### src/irq_vector_map.vh
// constants for the interrupt vector mapper
// Overview of operation
// - vector address is base plus offset, 15 bits
// - supply monitor at 0x140, wait wake only
// - periodic wakeup at 0x100, wakes stop and wait
// - port P over-current at 0x108, wait only
// - second timer channel 0 at 0x0AC
// - second timer channel 1 at 0x0A8
// - higher offset wins when several pending
// - base comes from writable base register
`ifndef IRQ_VECTOR_MAP_VH
`define IRQ_VECTOR_MAP_VH
`define VEC_ADDR_W 15
`define VEC_BASE_RST 15'h7E00
`define OFS_SUPPLY 15'h0140
`define OFS_PERIODIC 15'h0100
`define OFS_OVERCURRENT 15'h0108
`define OFS_TIMER_CH0 15'h00AC
`define OFS_TIMER_CH1 15'h00A8
`define SRC_COUNT 5
`define SRC_SUPPLY 0
`define SRC_OVERCURRENT 1
`define SRC_PERIODIC 2
`define SRC_TIMER_CH0 3
`define SRC_TIMER_CH1 4
`define WAKE_STOP_MASK 5'h04
`define WAKE_WAIT_MASK 5'h1F
`define OC_PIN_COUNT 4
`endif

### src/interrupt_vector_map.v
// interrupt vector mapper: gating, wakeup and vector address forming
`timescale 1ns/1ps
`include "irq_vector_map.vh"
module interrupt_vector_map (
	input wire clk_sys_i, // system bus clock
	input wire rst_n_i, // sync reset, active low
	input wire i_mask_i, // maskable-interrupt flag, 1 masks
	input wire stop_mode_i, // part is in stop
	input wire wait_mode_i, // part is in wait
	input wire base_we_i, // write strobe for base register
	input wire [`VEC_ADDR_W-1:0] base_wdata_i, // new base value
	input wire supply_high_flag_i, // supply high event
	input wire supply_low_flag_i, // supply low event
	input wire supply_high_irq_enable_i, // high-voltage enable
	input wire supply_low_irq_enable_i, // low-voltage enable
	input wire periodic_flag_i, // periodic wakeup event
	input wire periodic_wakeup_irq_enable_i, // periodic enable
	input wire [3:0] overcurrent_flag_i, // pins 7,5,3,1 flags
	input wire [3:0] portp_overcurrent_enable_i, // pins 7,5,3,1 enables
	input wire timer_ch0_flag_i, // second timer channel 0 flag
	input wire channel_zero_irq_enable_i, // channel 0 enable
	input wire timer_ch1_flag_i, // second timer channel 1 flag
	input wire channel_one_irq_enable_i, // channel 1 enable
	output reg irq_req_o, // request to core
	output reg [`VEC_ADDR_W-1:0] vector_addr_o, // vector address
	output reg wakeup_o, // wake the part
	output reg [`VEC_ADDR_W-1:0] vector_base_o // base register readback
);
	// ======================================
	// local constants
	localparam SRC_N = `SRC_COUNT;
	localparam ADDR_W = `VEC_ADDR_W;
	localparam OC_N = `OC_PIN_COUNT;
	// bit i says whether source i may end stop or wait
	localparam [SRC_N-1:0] STOP_WAKE_SET = `WAKE_STOP_MASK;
	localparam [SRC_N-1:0] WAIT_WAKE_SET = `WAKE_WAIT_MASK;
	localparam [ADDR_W-1:0] BASE_RST = `VEC_BASE_RST;

	// ======================================
	// vector base register
	// the whole table moves with the base; offsets stay fixed
	reg [ADDR_W-1:0] vector_base_reg;
	reg [ADDR_W-1:0] next_vector_base;

	always @* begin
		next_vector_base = vector_base_reg;
		if (base_we_i) begin
			next_vector_base = base_wdata_i;
		end
	end

	always @(posedge clk_sys_i) begin
		if (!rst_n_i) begin
			vector_base_reg <= BASE_RST;
		end else begin
			vector_base_reg <= next_vector_base;
		end
	end

	// ======================================
	// supply monitor source: two events, each with its own enable
	// either event alone is enough to raise the shared request
	wire supply_hi_req;
	wire supply_lo_req;
	wire supply_req;

	assign supply_hi_req = supply_high_flag_i & supply_high_irq_enable_i;
	assign supply_lo_req = supply_low_flag_i & supply_low_irq_enable_i;
	assign supply_req = supply_hi_req | supply_lo_req;

	// ======================================
	// port P over-current source: bits 3..0 are pins 7, 5, 3 and 1
	wire [OC_N-1:0] oc_pin_req;
	wire oc_req;
	genvar j;

	generate
		for (j = 0; j < OC_N; j = j + 1) begin : g_oc_pin
			assign oc_pin_req[j] = overcurrent_flag_i[j] &
				portp_overcurrent_enable_i[j];
		end
	endgenerate

	// any enabled pin raises the one shared request
	assign oc_req = |oc_pin_req;

	// ======================================
	// periodic wakeup source
	wire periodic_req;

	assign periodic_req = periodic_flag_i &
		periodic_wakeup_irq_enable_i;

	// ======================================
	// second timer sources, one enable bit per channel
	wire timer_ch0_req;
	wire timer_ch1_req;

	assign timer_ch0_req = timer_ch0_flag_i &
		channel_zero_irq_enable_i;
	assign timer_ch1_req = timer_ch1_flag_i &
		channel_one_irq_enable_i;

	// ======================================
	// source vector; reserved slots have no entry, so cannot request
	wire [SRC_N-1:0] local_req;

	assign local_req[`SRC_SUPPLY] = supply_req;
	assign local_req[`SRC_OVERCURRENT] = oc_req;
	assign local_req[`SRC_PERIODIC] = periodic_req;
	assign local_req[`SRC_TIMER_CH0] = timer_ch0_req;
	assign local_req[`SRC_TIMER_CH1] = timer_ch1_req;

	// ======================================
	// masking and wake qualification, per source
	// the mask flag holds back the request only; wakeup ignores it
	wire [SRC_N-1:0] pend;
	wire [SRC_N-1:0] stop_hit;
	wire [SRC_N-1:0] wait_hit;
	wire stop_wake;
	wire wait_wake;
	genvar i;

	generate
		for (i = 0; i < SRC_N; i = i + 1) begin : g_src
			assign pend[i] = local_req[i] & ~i_mask_i;
			assign stop_hit[i] = local_req[i] & STOP_WAKE_SET[i];
			assign wait_hit[i] = local_req[i] & WAIT_WAKE_SET[i];
		end
	endgenerate

	assign stop_wake = |stop_hit;
	assign wait_wake = |wait_hit;

	// ======================================
	// priority select
	// sources enter in descending offset order; lowest index wins
	wire any_pend;
	wire [ADDR_W-1:0] win_ofs;

	vector_select u_sel (
		.pend_i(pend),
		.any_o(any_pend),
		.ofs_o(win_ofs)
	);

	// ======================================
	// slot guard: a request leaves only through an implemented slot,
	// so a bad select can never send the core into a reserved one
	reg slot_ok;

	always @* begin
		slot_ok = 1'b0;
		case (win_ofs)
		`OFS_SUPPLY: slot_ok = 1'b1;
		`OFS_OVERCURRENT: slot_ok = 1'b1;
		`OFS_PERIODIC: slot_ok = 1'b1;
		`OFS_TIMER_CH0: slot_ok = 1'b1;
		`OFS_TIMER_CH1: slot_ok = 1'b1;
		default: slot_ok = 1'b0;
		endcase
	end

	// ======================================
	// vector address forming
	// one spare bit takes the carry, which is dropped on purpose:
	// the address space of the table is 15 bits wide
	wire [ADDR_W:0] addr_sum;

	assign addr_sum = {1'b0, vector_base_reg} + {1'b0, win_ofs};

	// ======================================
	// next output values
	reg next_irq_req;
	reg [ADDR_W-1:0] next_vector_addr;
	reg next_wakeup;

	always @* begin
		next_irq_req = any_pend & slot_ok;
		next_vector_addr = addr_sum[ADDR_W-1:0];
		next_wakeup = 1'b0;
		if (stop_mode_i & stop_wake) begin
			next_wakeup = 1'b1;
		end
		if (wait_mode_i & wait_wake) begin
			next_wakeup = 1'b1;
		end
	end

	// ======================================
	// registered outputs, one flip-flop stage each
	always @(posedge clk_sys_i) begin
		if (!rst_n_i) begin
			irq_req_o <= 1'b0;
		end else begin
			irq_req_o <= next_irq_req;
		end
	end

	always @(posedge clk_sys_i) begin
		if (!rst_n_i) begin
			vector_addr_o <= BASE_RST;
		end else begin
			vector_addr_o <= next_vector_addr;
		end
	end

	always @(posedge clk_sys_i) begin
		if (!rst_n_i) begin
			wakeup_o <= 1'b0;
		end else begin
			wakeup_o <= next_wakeup;
		end
	end

	// copy taken from the register itself, so it agrees with the address
	always @(posedge clk_sys_i) begin
		if (!rst_n_i) begin
			vector_base_o <= BASE_RST;
		end else begin
			vector_base_o <= vector_base_reg;
		end
	end
endmodule // interrupt_vector_map

### src/vector_select.v
// priority select of pending sources onto one vector offset
`timescale 1ns/1ps
`include "irq_vector_map.vh"
module vector_select (
	input wire [`SRC_COUNT-1:0] pend_i, // gated pending sources
	output reg any_o, // some source pending
	output reg [`VEC_ADDR_W-1:0] ofs_o // offset of winner
);
	// sources are listed by descending offset, so lowest index wins
	integer k;
	always @* begin
		any_o = 1'b0;
		ofs_o = {`VEC_ADDR_W{1'b0}};
		for (k = `SRC_COUNT - 1; k >= 0; k = k - 1) begin
			if (pend_i[k]) begin
				any_o = 1'b1;
				case (k)
				`SRC_SUPPLY: ofs_o = `OFS_SUPPLY;
				`SRC_OVERCURRENT: ofs_o = `OFS_OVERCURRENT;
				`SRC_PERIODIC: ofs_o = `OFS_PERIODIC;
				`SRC_TIMER_CH0: ofs_o = `OFS_TIMER_CH0;
				default: ofs_o = `OFS_TIMER_CH1;
				endcase
			end
		end
	end
endmodule // vector_select

### config.mk
export PLATFORM = sky130hd
export DESIGN_NAME = interrupt_vector_map
export DESIGN_NICKNAME = d
export VERILOG_FILES = /design/src/interrupt_vector_map.v /design/src/vector_select.v
export VERILOG_INCLUDE_DIRS = /design/src /design/src/src
export SDC_FILE = /design/constraint.sdc
export NUM_CORES = 1
export LEC_CHECK = 0
export BUFFER_PORTS_ARGS = -buffer_cell sky130_fd_sc_hd__clkbuf_2
export CAP_MARGIN = 40
export CORE_UTILIZATION = 44
export CTS_CLUSTER_DIAMETER = 120
export DETAILED_ROUTE_END_ITERATION = 8
export PLACE_DENSITY = 0.8
export SETUP_SLACK_MARGIN = 0.05
export SKIP_LAST_GASP = 1
export SYNTH_ARGS = -nofsm -noshare
export SYNTH_HDL_FRONTEND = slang
export SYNTH_SLANG_ARGS = --single-unit
### constraint.sdc
create_clock -name clk_sys_i -period 2.84 [get_ports clk_sys_i]
set_clock_uncertainty 0.05 [all_clocks]
set_input_delay 0.71 -clock clk_sys_i [delete_from_list [all_inputs] [get_ports clk_sys_i]]
set_output_delay 0.71 -clock clk_sys_i [all_outputs]
set_load 0.05 [all_outputs]
Word level (Yosys, flattened, before mapping)
Index checks and enable logic that the tools add are counted.

word-level totals
  output and inout port bits = 32
  input bits = 39
  register bits after elaboration = 47
  logic and storage cells = 46

operators by class
  eq/ne operators = 5
  reduce and logical (&&, ||, !) cells = 3
  multiplexer cells = 13
  add/subtract/negate cells = 1
  bitwise gates (word level) = 19

operator list
  kind                                                               count
  15-bit by 9-bit == test with 1-bit output (second input constant)  3
  15-bit by 8-bit == test with 1-bit output (second input constant)  2
  9-bit two-way mux                                                  3
  1-bit AND                                                          17
  8-bit two-way mux                                                  2
  15-bit adder                                                       1
  1-bit two-way mux                                                  8
  8-bit OR reduction                                                 1
  5-bit OR reduction                                                 1
  4-bit OR reduction                                                 1
  1-bit NOT                                                          1
  1-bit OR                                                           1

Logic depth before layout (Yosys ltp)
Gate-level depths: netlist (run 1).

  depth in word-level cells = 11
  gate-level depth with buffers = 10
  depth with buffers taken out = 10

By module
From an unflattened synthesis (run 1), not the netlist that was laid out.

unflattened totals
  cells, all modules = 244
  area, all modules = 2318.5 µm²

by module, submodules not included
  module                sequential area each (µm²)  area an instance (µm²)  times used  cells each
  interrupt_vector_map  940.9                       2184.6                  1           224
  vector_select         0.0                         133.9                   1           20

Worst setup path before layout (run 1)
OpenSTA, ideal clock, no wires.

  path kind = input-to-reg
  from = in supply_high_flag_i
  to = reg vector_addr_o[14]
  setup time = 0.123 ns
  required time = 2.667 ns
  arrival time = 2.715 ns
  stages on the path = 10
  path slack = -0.048 ns
  path buffers = 0
  cells stage by stage = a22oi_1 > nor2_1 > nor3_1 > ha_1 > inv_1 > fa_1 > and4b_1 > o31ai_1 > a21oi_1 > mux2_1

on the way
  word-level cells in the longest chain between the ends = 5

RTL lines
  what                  line                        source
  from (decl)           interrupt_vector_map.v:12   input wire supply_high_flag_i,
  1-bit AND             interrupt_vector_map.v:67   assign supply_hi_req = supply_high_flag_i & supply_high_irq_enable_i;
  1-bit OR              interrupt_vector_map.v:69   assign supply_req = supply_hi_req | supply_lo_req;
  1-bit AND             interrupt_vector_map.v:126  assign pend[i] = local_req[i] & ~i_mask_i;
  9-bit two-way mux     vector_select.v:15          if (pend_i[k]) begin
  15-bit adder          interrupt_vector_map.v:170  assign addr_sum = {1'b0, vector_base_reg} + {1'b0, win_ofs};
  to (signal assigned)  interrupt_vector_map.v:204  vector_addr_o <= next_vector_addr;
  to (decl)             interrupt_vector_map.v:25   output reg [`VEC_ADDR_W-1:0] vector_addr_o,

Every way passes these cells.
A chain may end at the register's enable or synchronous reset.

Worst setup path after layout (run 1)
  from = in overcurrent_flag_i[0]
  to = reg vector_addr_o[9]

on the way
  word-level cells in the longest chain between the ends = 6

RTL lines
  what                             line                        source
  from (decl)                      interrupt_vector_map.v:18   input wire [3:0] overcurrent_flag_i,
  1-bit AND                        interrupt_vector_map.v:79   assign oc_pin_req[j] = overcurrent_flag_i[j] &
  4-bit OR reduction               interrupt_vector_map.v:85   assign oc_req = |oc_pin_req;
  1-bit AND                        interrupt_vector_map.v:126
  9-bit two-way mux (2 in series)  vector_select.v:15
  15-bit adder                     interrupt_vector_map.v:170

Every way passes these cells.

==> flow_summary.html, run 1 <==
<table>
<tr><th>Metric</th><th>Value</th></tr>
<tr><th colspan="2">Worst setup path</th></tr>
<tr><td>Critical path required time</td><td>2.97 ns</td></tr>
<tr><td>CP Capture Type</td><td>flip-flop</td></tr>
<tr><td>CP top delay family</td><td>compound AO/OA/AOI/OAI gates</td></tr>
<tr><td>Cell-by-cell listing of the critical path</td><td>clkbuf_2 -&gt; a22oi_1 -&gt; a21oi_2 -&gt; o22ai_1 -&gt; inv_1 -&gt; ha_1 -&gt; a211o_1 -&gt; a31o_1 -&gt; a21oi_2 -&gt; mux2_1</td></tr>
<tr><td>Kind of critical path</td><td>in2reg</td></tr>
<tr><td>Maximum fanout along the worst path</td><td>3</td></tr>
<tr><td>Arrival time at the worst endpoint</td><td>2.79 ns</td></tr>
<tr><td>Startpoint types</td><td>primary input</td></tr>
<tr><td>Worst stage delay on the critical path</td><td>0.33 ns</td></tr>
<tr><td>Buffers and inverters on the worst path</td><td>2</td></tr>
<tr><td>Cell occurring most often along the worst timing path</td><td>sky130_fd_sc_hd__a21oi_2</td></tr>
<tr><td>Slowest cell on crit path</td><td>sky130_fd_sc_hd__mux2_1</td></tr>
<tr><th colspan="2">Clocking</th></tr>
<tr><td>TritonCTS clock tree</td><td>done</td></tr>
<tr><td>Max clock buf depth</td><td>2</td></tr>
<tr><td>Latest clock arrival within the worst-skew pair</td><td>0.30 ns</td></tr>
<tr><td>Clock transition at the registers of the reported paths</td><td>0.08 ns</td></tr>
<tr><td>Number of sinks driven by the clock tree</td><td>45</td></tr>
<tr><td>Clock tree root buffer cell</td><td>sky130_fd_sc_hd__clkbuf_8</td></tr>
<tr><td>Max H-tree Level</td><td>2</td></tr>
<tr><td>CTS Buf Count</td><td>5</td></tr>
<tr><th colspan="2">STA</th></tr>
<tr><td>Hold Fails Final Rpt</td><td>0</td></tr>
<tr><td>Final worst-path cycle share</td><td>0.936</td></tr>
<tr><td>Finish-stage setup viols</td><td>0</td></tr>
<tr><td>Slew @ Worst Pin</td><td>0.533 ns</td></tr>
<tr><td>Unrepaired setup endpoints after global routing</td><td>false</td></tr>
<tr><td>Final critical delay including setup and external delays</td><td>2.66 ns</td></tr>
<tr><td>Worst hold margin</td><td>0.422 ns</td></tr>
<tr><td>Highest Clock Rate</td><td>376 MHz</td></tr>
<tr><td>Final worst setup slack</td><td>0.183 ns</td></tr>
<tr><td>Final TNS setup</td><td>0 ns</td></tr>
<tr><td>Fin. max-slew vios</td><td>0</td></tr>
<tr><td>Remaining max-slew budget at the tightest pin</td><td>0.645</td></tr>
<tr><th colspan="2">Global routing</th></tr>
<tr><td>GRT Resource Usage Total</td><td>0.185</td></tr>
<tr><td>Number of global-route vias before repair</td><td>1485</td></tr>
<tr><td>Largest net degree at the start of global routing</td><td>32</td></tr>
<tr><td>Initial antenna violation count</td><td>0</td></tr>
<tr><td>Global-route congestion overflow total</td><td>0</td></tr>
<tr><td>First-pass GRT wire length</td><td>6350 µm</td></tr>
<tr><th colspan="2">Logic synthesis</th></tr>
<tr><td>Average instance area after synthesis</td><td>10.0 µm²</td></tr>
<tr><td>Share of synthesized flip-flops with an asynchronous set or reset</td><td>0</td></tr>
<tr><td>Yosys synthesis warning count</td><td>0</td></tr>
<tr><td>FF+latch count, synth</td><td>45</td></tr>
<tr><td>Synthesized netlist net count</td><td>239</td></tr>
<tr><td>Most numerous cell in the Yosys netlist</td><td>sky130_fd_sc_hd__dfxtp_1</td></tr>
<tr><td>Cell Area, Synth</td><td>1930 µm²</td></tr>
<tr><td>Main flop type after synthesis</td><td>sky130_fd_sc_hd__dfxtp_1</td></tr>
<tr><td>Area fraction of the dominant cell type after synthesis</td><td>0.466</td></tr>
<tr><td>Library cell with the largest summed area after synthesis</td><td>sky130_fd_sc_hd__dfxtp_1</td></tr>
<tr><td>Sequential cell area fraction in the yosys report</td><td>0.466</td></tr>
<tr><td>Distinct cell type count after synthesis</td><td>47</td></tr>
<tr><td>Mapped Cells</td><td>193</td></tr>
<tr><td>Commonest cells in the synthesized netlist</td><td>sky130_fd_sc_hd__dfxtp_1 (45), sky130_fd_sc_hd__and2_1 (16), sky130_fd_sc_hd__nand2_1 (16)</td></tr>
<tr><td>Cell types occupying the most area after synthesis</td><td>sky130_fd_sc_hd__dfxtp_1 (47%), sky130_fd_sc_hd__mux2i_1 (7.8%), sky130_fd_sc_hd__and2_1 (5.2%), sky130_fd_sc_hd__nor2b_1 (4.2%), sky130_fd_sc_hd__ha_1 (3.9%)</td></tr>
<tr><td>Number of enable flip-flop cells after synthesis</td><td>0</td></tr>
<tr><th colspan="2">Place</th></tr>
<tr><td>Gpl congestion</td><td>0.840</td></tr>
<tr><td>IO Port Bufs</td><td>70</td></tr>
<tr><td>Final HPWL from detailed placement</td><td>3080 µm</td></tr>
<tr><td>Placement Setup Slack</td><td>-0.204 ns</td></tr>
<tr><th colspan="2">Power and ir drop</th></tr>
<tr><td>Leakage power of the design</td><td>1.26 nW</td></tr>
<tr><td>Power consumption</td><td>1.37 mW</td></tr>
<tr><td>Ratio of total power to cell area</td><td>533 nW/µm²</td></tr>
<tr><td>Worst supply voltage drop on vdd</td><td>0.271 mV</td></tr>
<tr><th colspan="2">Cells and area</th></tr>
<tr><td>Number of inserted filler cells in the final layout</td><td>358</td></tr>
<tr><td>Layout-stage area growth over the synthesis result</td><td>33.1%</td></tr>
<tr><td>Fraction of layout cells with a size suffix above 1</td><td>0.388</td></tr>
<tr><td>Area used by sequential logic in the layout</td><td>901 µm²</td></tr>
<tr><td>Post-layout net count</td><td>326</td></tr>
<tr><td>Multi-input gate area</td><td>1000 µm²</td></tr>
<tr><td>Number of inserted diodes</td><td>0</td></tr>
<tr><th colspan="2">Routing</th></tr>
<tr><td>Antenna-violating nets left</td><td>0</td></tr>
<tr><td>WL per Instance</td><td>12.0 µm</td></tr>
<tr><td>DRC marker count from the first detailed-route iteration</td><td>67</td></tr>
<tr><td>Via count</td><td>1665</td></tr>
<tr><td>First-pass iteration count of the detailed router</td><td>4</td></tr>
<tr><td>Remaining routing DRC violations</td><td>0</td></tr>
<tr><td>Post-detailed-routing wire length</td><td>3980 µm</td></tr>
<tr><td>Routed vias/inst</td><td>5.03</td></tr>
<tr><th colspan="2">Floorplan</th></tr>
<tr><td>Placeable core area</td><td>4120 µm²</td></tr>
<tr><td>Vert. Die Dim</td><td>68.3 µm</td></tr>
<tr><td>Starting density of the core</td><td>0.470</td></tr>
<tr><td>Die Span X</td><td>68.3 µm</td></tr>
<tr><td>Total die area</td><td>4670 µm²</td></tr>
<tr><td>Row count</td><td>23</td></tr>
<tr><td>Number of I/O pins</td><td>71</td></tr>
<tr><th colspan="2">Min path</th></tr>
<tr><td>Hold Path Class</td><td>reg2reg</td></tr>
<tr><th colspan="2">Run status</th></tr>
<tr><td>Run status</td><td>finished, final reports clean</td></tr>
<tr><th colspan="2">Job</th></tr>
<tr><td>Number of max-cap violations</td><td>0</td></tr>
</table>
## repair_timing
action / CTS / global route
endpoints found under the setup margin: 0 / 4
gates resized for setup: 0 / 4
hold buffers: 0 / 0
setup buffers: 0 / 0
## where the power goes
| group | switching (mW) | internal (mW) |
|---|---|---|
| clock | 0.216 | 0.172 |
| sequential | 0.0202 | 0.668 |
| combinational | 0.183 | 0.112 |
## cell usage in the layout, fill, tap and decap left out, drive strengths merged, types with 2 or more instances in the layout
cell type and n:
nor3b 2, clkinvlp 3, o31ai 2, clkbuf 75, buf 20, a21o 4
inv 4, and2 16, nor2 3, nor3 3, nor2b 13, nand3 4
ha 6, nand2 16, or3 3, xnor2 3, mux2i 15, mux2 2
dfxtp 45, a21oi 5, and4 2, and3 2, nand2b 5, a22oi 4
nand4 4
## metrics by stage
step / cell area (µm²) / instances / util
6_report: 2570 / 331 / 0.626
5_1_grt: 2570 / 331 / 0.626
4_1_cts: 2560 / 331 / 0.621
3_5_place_dp: 2460 / 323 / 0.599
3_3_place_gp: 2460 / 323 / 0.599
2_1_floorplan: 1950 / 193 / -
## cells by family after synthesis
kind of cell	synth area share
compound gates	0.108
xor+xnor	0.0181
fa+ha+maj	0.0492
buf+inv	0.0336
flops	0.466
mux	0.0893
simple gates	0.236
## routing by layer
layer | global-route usage | share of wire | vias to the layer above
li1 | - | - | 849
met3 | 0.0500 | 0.059 | 6
met1 | 0.221 | 0.44 | 749
met2 | 0.316 | 0.48 | 61
met4 | 0.0651 | 0.013 | 0
met5 | 0 | 0 | -
## layout make-up
type	count	share of cell area
Clock inverter	3	0.00875
Timing Repair Buffer	90	0.194
Tap cell	50	0.0243
Sequential cell	45	0.350
Inverter	4	0.00583
Clock buffer	5	0.0267
Multi-Input combinational cell	134	0.390
## path summary, 6_finish.rpt
path	cells past startpoint	from	to	slack (ns)
worst max-delay path	10	overcurrent_flag_i[0]	vector_addr_o[9]	0.18
worst min-delay path	1	vector_base_reg[0]	vector_addr_o[0]	0.42
worst max register to register	8	vector_base_reg[2]	vector_addr_o[12]	0.86
worst min register to register	1	vector_base_reg[0]	vector_addr_o[0]	0.42
Note: power is estimated with default switching activity, not from simulation.
==> run 2: changes to the inputs <==
- ABC_AREA: default -> 1
==> flow_summary.html, run 2 <==
<table>
<tr><th>Metric</th><th>Value</th></tr>
<tr><th colspan="2">Run status</th></tr>
<tr><td>Run status</td><td>finished, final reports clean (unchanged)</td></tr>
<tr><th colspan="2">Clocking</th></tr>
<tr><td>Number of gates resized after CTS</td><td>0 (unchanged)</td></tr>
<tr><td>Hold buffer count at CTS</td><td>0 (unchanged)</td></tr>
<tr><td>Number of sinks driven by the clock tree</td><td>45 (unchanged)</td></tr>
<tr><td>Count of buffers added by post-CTS timing repair for setup</td><td>0 (unchanged)</td></tr>
<tr><td>CTS Buf Count</td><td>5 (unchanged)</td></tr>
<tr><td>Max H-tree Level</td><td>2 (unchanged)</td></tr>
<tr><td>Max clock buf depth</td><td>2 (unchanged)</td></tr>
<tr><td>Clock transition at the registers of the reported paths</td><td>0.08 ns (about the same)</td></tr>
<tr><td>TritonCTS clock tree</td><td>done (unchanged)</td></tr>
<tr><td>Clock tree root buffer cell</td><td>sky130_fd_sc_hd__clkbuf_8 (unchanged)</td></tr>
<tr><td>Latest clock arrival within the worst-skew pair</td><td>0.29 ns (was 0.30 ns)</td></tr>
<tr><th colspan="2">Logic synthesis</th></tr>
<tr><td>Share of synthesized flip-flops with an asynchronous set or reset</td><td>0 (unchanged)</td></tr>
<tr><td>Sequential cell area fraction in the yosys report</td><td>0.465 (was 0.466)</td></tr>
<tr><td>Cell types occupying the most area after synthesis</td><td>sky130_fd_sc_hd__dfxtp_1 (46%), sky130_fd_sc_hd__nand2_1 (14%), sky130_fd_sc_hd__inv_1 (7.4%), sky130_fd_sc_hd__nand3_1 (4.9%), sky130_fd_sc_hd__nor2_1 (4.8%) (was sky130_fd_sc_hd__dfxtp_1 (47%), sky130_fd_sc_hd__mux2i_1 (7.8%), sky130_fd_sc_hd__and2_1 (5.2%), sky130_fd_sc_hd__nor2b_1 (4.2%), sky130_fd_sc_hd__ha_1 (3.9%))</td></tr>
<tr><td>Main flop type after synthesis</td><td>sky130_fd_sc_hd__dfxtp_1 (unchanged)</td></tr>
<tr><td>Library cell with the largest summed area after synthesis</td><td>sky130_fd_sc_hd__dfxtp_1 (unchanged)</td></tr>
<tr><td>Cell Area, Synth</td><td>1940 µm² (was 1930 µm²)</td></tr>
<tr><td>Number of enable flip-flop cells after synthesis</td><td>0 (unchanged)</td></tr>
<tr><td>Most numerous cell in the Yosys netlist</td><td>sky130_fd_sc_hd__nand2_1 (was sky130_fd_sc_hd__dfxtp_1)</td></tr>
<tr><td>Mapped Cells</td><td>264 (was 193)</td></tr>
<tr><td>Area fraction of the dominant cell type after synthesis</td><td>0.465 (was 0.466)</td></tr>
<tr><td>FF+latch count, synth</td><td>45 (unchanged)</td></tr>
<tr><td>Synthesized netlist net count</td><td>310 (was 239)</td></tr>
<tr><td>Distinct cell type count after synthesis</td><td>25 (was 47)</td></tr>
<tr><td>Commonest cells in the synthesized netlist</td><td>sky130_fd_sc_hd__nand2_1 (73), sky130_fd_sc_hd__dfxtp_1 (45), sky130_fd_sc_hd__inv_1 (38) (was sky130_fd_sc_hd__dfxtp_1 (45), sky130_fd_sc_hd__and2_1 (16), sky130_fd_sc_hd__nand2_1 (16))</td></tr>
<tr><td>Yosys synthesis warning count</td><td>0 (unchanged)</td></tr>
<tr><td>Average instance area after synthesis</td><td>7.35 µm² (was 10.0 µm²)</td></tr>
<tr><th colspan="2">Cells and area</th></tr>
<tr><td>Filler-free cell count of the finished design</td><td>385 (was 331)</td></tr>
<tr><td>Number of inserted diodes</td><td>0 (unchanged)</td></tr>
<tr><td>Layout-stage area growth over the synthesis result</td><td>24.4% (was 33.1%)</td></tr>
<tr><td>Number of inserted filler cells in the final layout</td><td>386 (was 358)</td></tr>
<tr><td>Core occupancy in the finished layout</td><td>0.586 (was 0.626)</td></tr>
<tr><td>Post-route cell area</td><td>2410 µm² (was 2570 µm²)</td></tr>
<tr><td>Fraction of layout cells with a size suffix above 1</td><td>0.266 (was 0.388)</td></tr>
<tr><td>Post-layout net count</td><td>381 (was 326)</td></tr>
<tr><td>Most frequent standard cell in the layout excluding fill and tap cells</td><td>sky130_fd_sc_hd__nand2_1 (was sky130_fd_sc_hd__clkbuf_2)</td></tr>
<tr><td>Commonest cells after routing, fill and taps aside</td><td>sky130_fd_sc_hd__nand2_1 (73), sky130_fd_sc_hd__clkbuf_2 (70), sky130_fd_sc_hd__dfxtp_1 (45) (was sky130_fd_sc_hd__clkbuf_2 (70), sky130_fd_sc_hd__dfxtp_1 (45), sky130_fd_sc_hd__buf_4 (20))</td></tr>
<tr><th colspan="2">STA</th></tr>
<tr><td>Hold Fails Final Rpt</td><td>0 (unchanged)</td></tr>
<tr><td>Final critical delay including setup and external delays</td><td>2.58 ns (was 2.66 ns)</td></tr>
<tr><td>Remaining max-slew budget at the tightest pin</td><td>0.756 (was 0.645)</td></tr>
<tr><td>Final worst setup slack</td><td>0.260 ns (was 0.183 ns)</td></tr>
<tr><td>Slew @ Worst Pin</td><td>0.366 ns (was 0.533 ns)</td></tr>
<tr><td>Final worst-path cycle share</td><td>0.908 (was 0.936)</td></tr>
<tr><td>Unrepaired setup endpoints after global routing</td><td>false (unchanged)</td></tr>
<tr><td>Highest Clock Rate</td><td>388 MHz (was 376 MHz)</td></tr>
<tr><td>Finish-stage setup viols</td><td>0 (unchanged)</td></tr>
<tr><td>Fin. max-slew vios</td><td>0 (unchanged)</td></tr>
<tr><th colspan="2">Place</th></tr>
<tr><td>Number of cells in the design after placement</td><td>378 (was 323)</td></tr>
<tr><td>IO Port Bufs</td><td>70 (unchanged)</td></tr>
<tr><td>Gpl congestion</td><td>0.847 (was 0.840)</td></tr>
<tr><td>Final HPWL from detailed placement</td><td>2970 µm (was 3080 µm)</td></tr>
<tr><td>Cell area after placement</td><td>2330 µm² (was 2460 µm²)</td></tr>
<tr><td>Placement Setup Slack</td><td>-0.0160 ns (was -0.204 ns)</td></tr>
<tr><th colspan="2">Power and ir drop</th></tr>
<tr><td>Leakage power of the design</td><td>1.37 nW (was 1.26 nW)</td></tr>
<tr><td>Power share of the combinational group</td><td>0.211 (was 0.215)</td></tr>
<tr><td>Part of the power in registers</td><td>0.505 (was 0.502)</td></tr>
<tr><td>Power consumption</td><td>1.37 mW (about the same)</td></tr>
<tr><td>Internal power consumption</td><td>949 µW (was 952 µW)</td></tr>
<tr><td>Net switching fraction of the power</td><td>0.306 (about the same)</td></tr>
<tr><td>Ratio of total power to cell area</td><td>567 nW/µm² (was 533 nW/µm²)</td></tr>
<tr><td>P_sw</td><td>419 µW (about the same)</td></tr>
<tr><td>Clock share of power</td><td>0.284 (was 0.283)</td></tr>
<tr><td>Worst supply voltage drop on vdd</td><td>0.255 mV (was 0.271 mV)</td></tr>
<tr><th colspan="2">Worst setup path</th></tr>
<tr><td>Maximum fanout along the worst path</td><td>5 (was 3)</td></tr>
<tr><td>Startpoint types</td><td>primary input (unchanged)</td></tr>
<tr><td>Slowest cell on crit path</td><td>sky130_fd_sc_hd__fa_1 (was sky130_fd_sc_hd__mux2_1)</td></tr>
<tr><td>CP top delay family</td><td>simple AND/OR/NAND/NOR gates (was compound AO/OA/AOI/OAI gates)</td></tr>
<tr><td>Arrival time at the worst endpoint</td><td>2.70 ns (was 2.79 ns)</td></tr>
<tr><td>Cell occurring most often along the worst timing path</td><td>sky130_fd_sc_hd__nand2_1 (was sky130_fd_sc_hd__a21oi_2)</td></tr>
<tr><td>Buffers and inverters on the worst path</td><td>2 (unchanged)</td></tr>
<tr><td>CP Capture Type</td><td>flip-flop (unchanged)</td></tr>
<tr><td>Cell-by-cell listing of the critical path</td><td>clkbuf_2 -&gt; nand2_1 -&gt; nand2_1 -&gt; o21ai_0 -&gt; nand2_1 -&gt; nor3_1 -&gt; ha_1 -&gt; inv_1 -&gt; fa_1 -&gt; o21bai_4 -&gt; nand2_2 -&gt; nand2_2 -&gt; nand2_1 -&gt; nand2_1 -&gt; nand3_1 (was clkbuf_2 -&gt; a22oi_1 -&gt; a21oi_2 -&gt; o22ai_1 -&gt; inv_1 -&gt; ha_1 -&gt; a211o_1 -&gt; a31o_1 -&gt; a21oi_2 -&gt; mux2_1)</td></tr>
<tr><td>Worst stage delay on the critical path</td><td>0.42 ns (was 0.33 ns)</td></tr>
<tr><td>Internal reg-to-reg setup slack</td><td>1.05 ns (was 0.86 ns)</td></tr>
<tr><td>Kind of critical path</td><td>in2reg (unchanged)</td></tr>
<tr><td>Worst reg-to-reg path cell count</td><td>9 (was 8)</td></tr>
<tr><td>Critical path required time</td><td>2.96 ns (was 2.97 ns)</td></tr>
<tr><td>Number of logic stages on the critical path including buffering</td><td>15 (was 10)</td></tr>
<tr><th colspan="2">Floorplan</th></tr>
<tr><td>Row count</td><td>23 (unchanged)</td></tr>
<tr><td>Vert. Die Dim</td><td>68.4 µm (was 68.3 µm)</td></tr>
<tr><td>Die Span X</td><td>68.4 µm (was 68.3 µm)</td></tr>
<tr><td>Starting density of the core</td><td>0.471 (was 0.470)</td></tr>
<tr><td>Number of I/O pins</td><td>71 (unchanged)</td></tr>
<tr><td>Total die area</td><td>4680 µm² (was 4670 µm²)</td></tr>
<tr><td>Placeable core area</td><td>4120 µm² (unchanged)</td></tr>
<tr><th colspan="2">Global routing</th></tr>
<tr><td>Global-route track usage on met1</td><td>0.224 (was 0.221)</td></tr>
<tr><td>First-pass GRT wire length</td><td>6360 µm (was 6350 µm)</td></tr>
<tr><td>Met2 Resource Use GR</td><td>0.297 (was 0.316)</td></tr>
<tr><td>GRT Resource Usage Total</td><td>0.186 (was 0.185)</td></tr>
<tr><td>Number of global-route vias before repair</td><td>1538 (was 1485)</td></tr>
<tr><td>Global-route congestion overflow total</td><td>0 (unchanged)</td></tr>
<tr><td>Largest net degree at the start of global routing</td><td>36 (was 32)</td></tr>
<tr><td>Met3 track demand over resource</td><td>0.0633 (was 0.0500)</td></tr>
<tr><td>Global routing's busiest layer</td><td>met2 (unchanged)</td></tr>
<tr><td>Initial antenna violation count</td><td>0 (unchanged)</td></tr>
<tr><th colspan="2">Job</th></tr>
<tr><td>Number of max-cap violations</td><td>0 (unchanged)</td></tr>
<tr><th colspan="2">Routing</th></tr>
<tr><td>Routed vias/inst</td><td>4.63 (was 5.03)</td></tr>
<tr><td>Antenna-violating nets left</td><td>0 (unchanged)</td></tr>
<tr><td>First-pass iteration count of the detailed router</td><td>4 (unchanged)</td></tr>
<tr><td>DRC marker count from the first detailed-route iteration</td><td>94 (was 67)</td></tr>
<tr><td>WL per Instance</td><td>10.0 µm (was 12.0 µm)</td></tr>
<tr><td>Via count</td><td>1781 (was 1665)</td></tr>
<tr><td>Post-detailed-routing wire length</td><td>3870 µm (was 3980 µm)</td></tr>
<tr><td>Remaining routing DRC violations</td><td>0 (unchanged)</td></tr>
<tr><th colspan="2">Min path</th></tr>
<tr><td>Hold Path Class</td><td>reg2reg (unchanged)</td></tr>
<tr><td>Min-Delay Path Depth</td><td>2 (was 1)</td></tr>
</table>
[run 2: path summary, 6_finish.rpt]
| check | startpoint | to |
|---|---|---|
| max | overcurrent_flag_i[0] | vector_addr_o[12] |
| min | vector_base_reg[1] | vector_addr_o[1] |
| min reg2reg | vector_base_reg[1] | vector_addr_o[1] |
| max reg2reg | vector_base_reg[2] | vector_addr_o[12] |
[run 2: power groups by stage]
stage | clock network [mW] | registers (mW) | logic [mW]
finish | 0.389 | 0.691 | 0.288
global route | 0.424 | 0.696 | 0.319
CTS | 0.396 | 0.691 | 0.290
detailed placement | 0 | 0.706 | 0.289
global placement | 0 | 0.706 | 0.285
floorplan | 0 | 0.797 | 0.123
[run 2: layout make-up]
class	count	area, µm²	share of cell area
well taps	50	62.6	0.0259
inverters	40	150	0.0622
flip-flops and latches	45	901	0.373
clock buffers	7	86.3	0.0358
repair buffers	73	373	0.155
multi-input cells	170	840	0.348
[run 2: stage by stage]
step	hold slack, ns	setup TNS [ns]
global placement	0.361	0
finish	0.375	0
CTS	0.378	0
detailed placement	0.367	-0.0160
global route	0.403	0
floorplan	0.354	0
[run 2: cell families (layout without fill, tap and decap cells)]
family          after synthesis  in the layout  share of synthesized area
flops                        45             45                      0.465
compound gates               37             37                      0.109
buf+inv                      49            120                      0.103
fa+ha+maj                     7              7                     0.0490
simple gates                126            126                      0.275
[run 2: tightest hold or removal path, stage by stage, from the launching register on]
cell and delay (ns):
sky130_fd_sc_hd__dfxtp_1 0.31, sky130_fd_sc_hd__nand2_1 0.05, sky130_fd_sc_hd__inv_1 0.03
[run 2: metal layers]
| layer | share of wire | vias up |
|---|---|---|
| met1 | 0.46 | 757 |
| li1 | - | 961 |
| met3 | 0.057 | 9 |
| met4 | 0.022 | 0 |
| met2 | 0.46 | 54 |
| met5 | 0 | - |
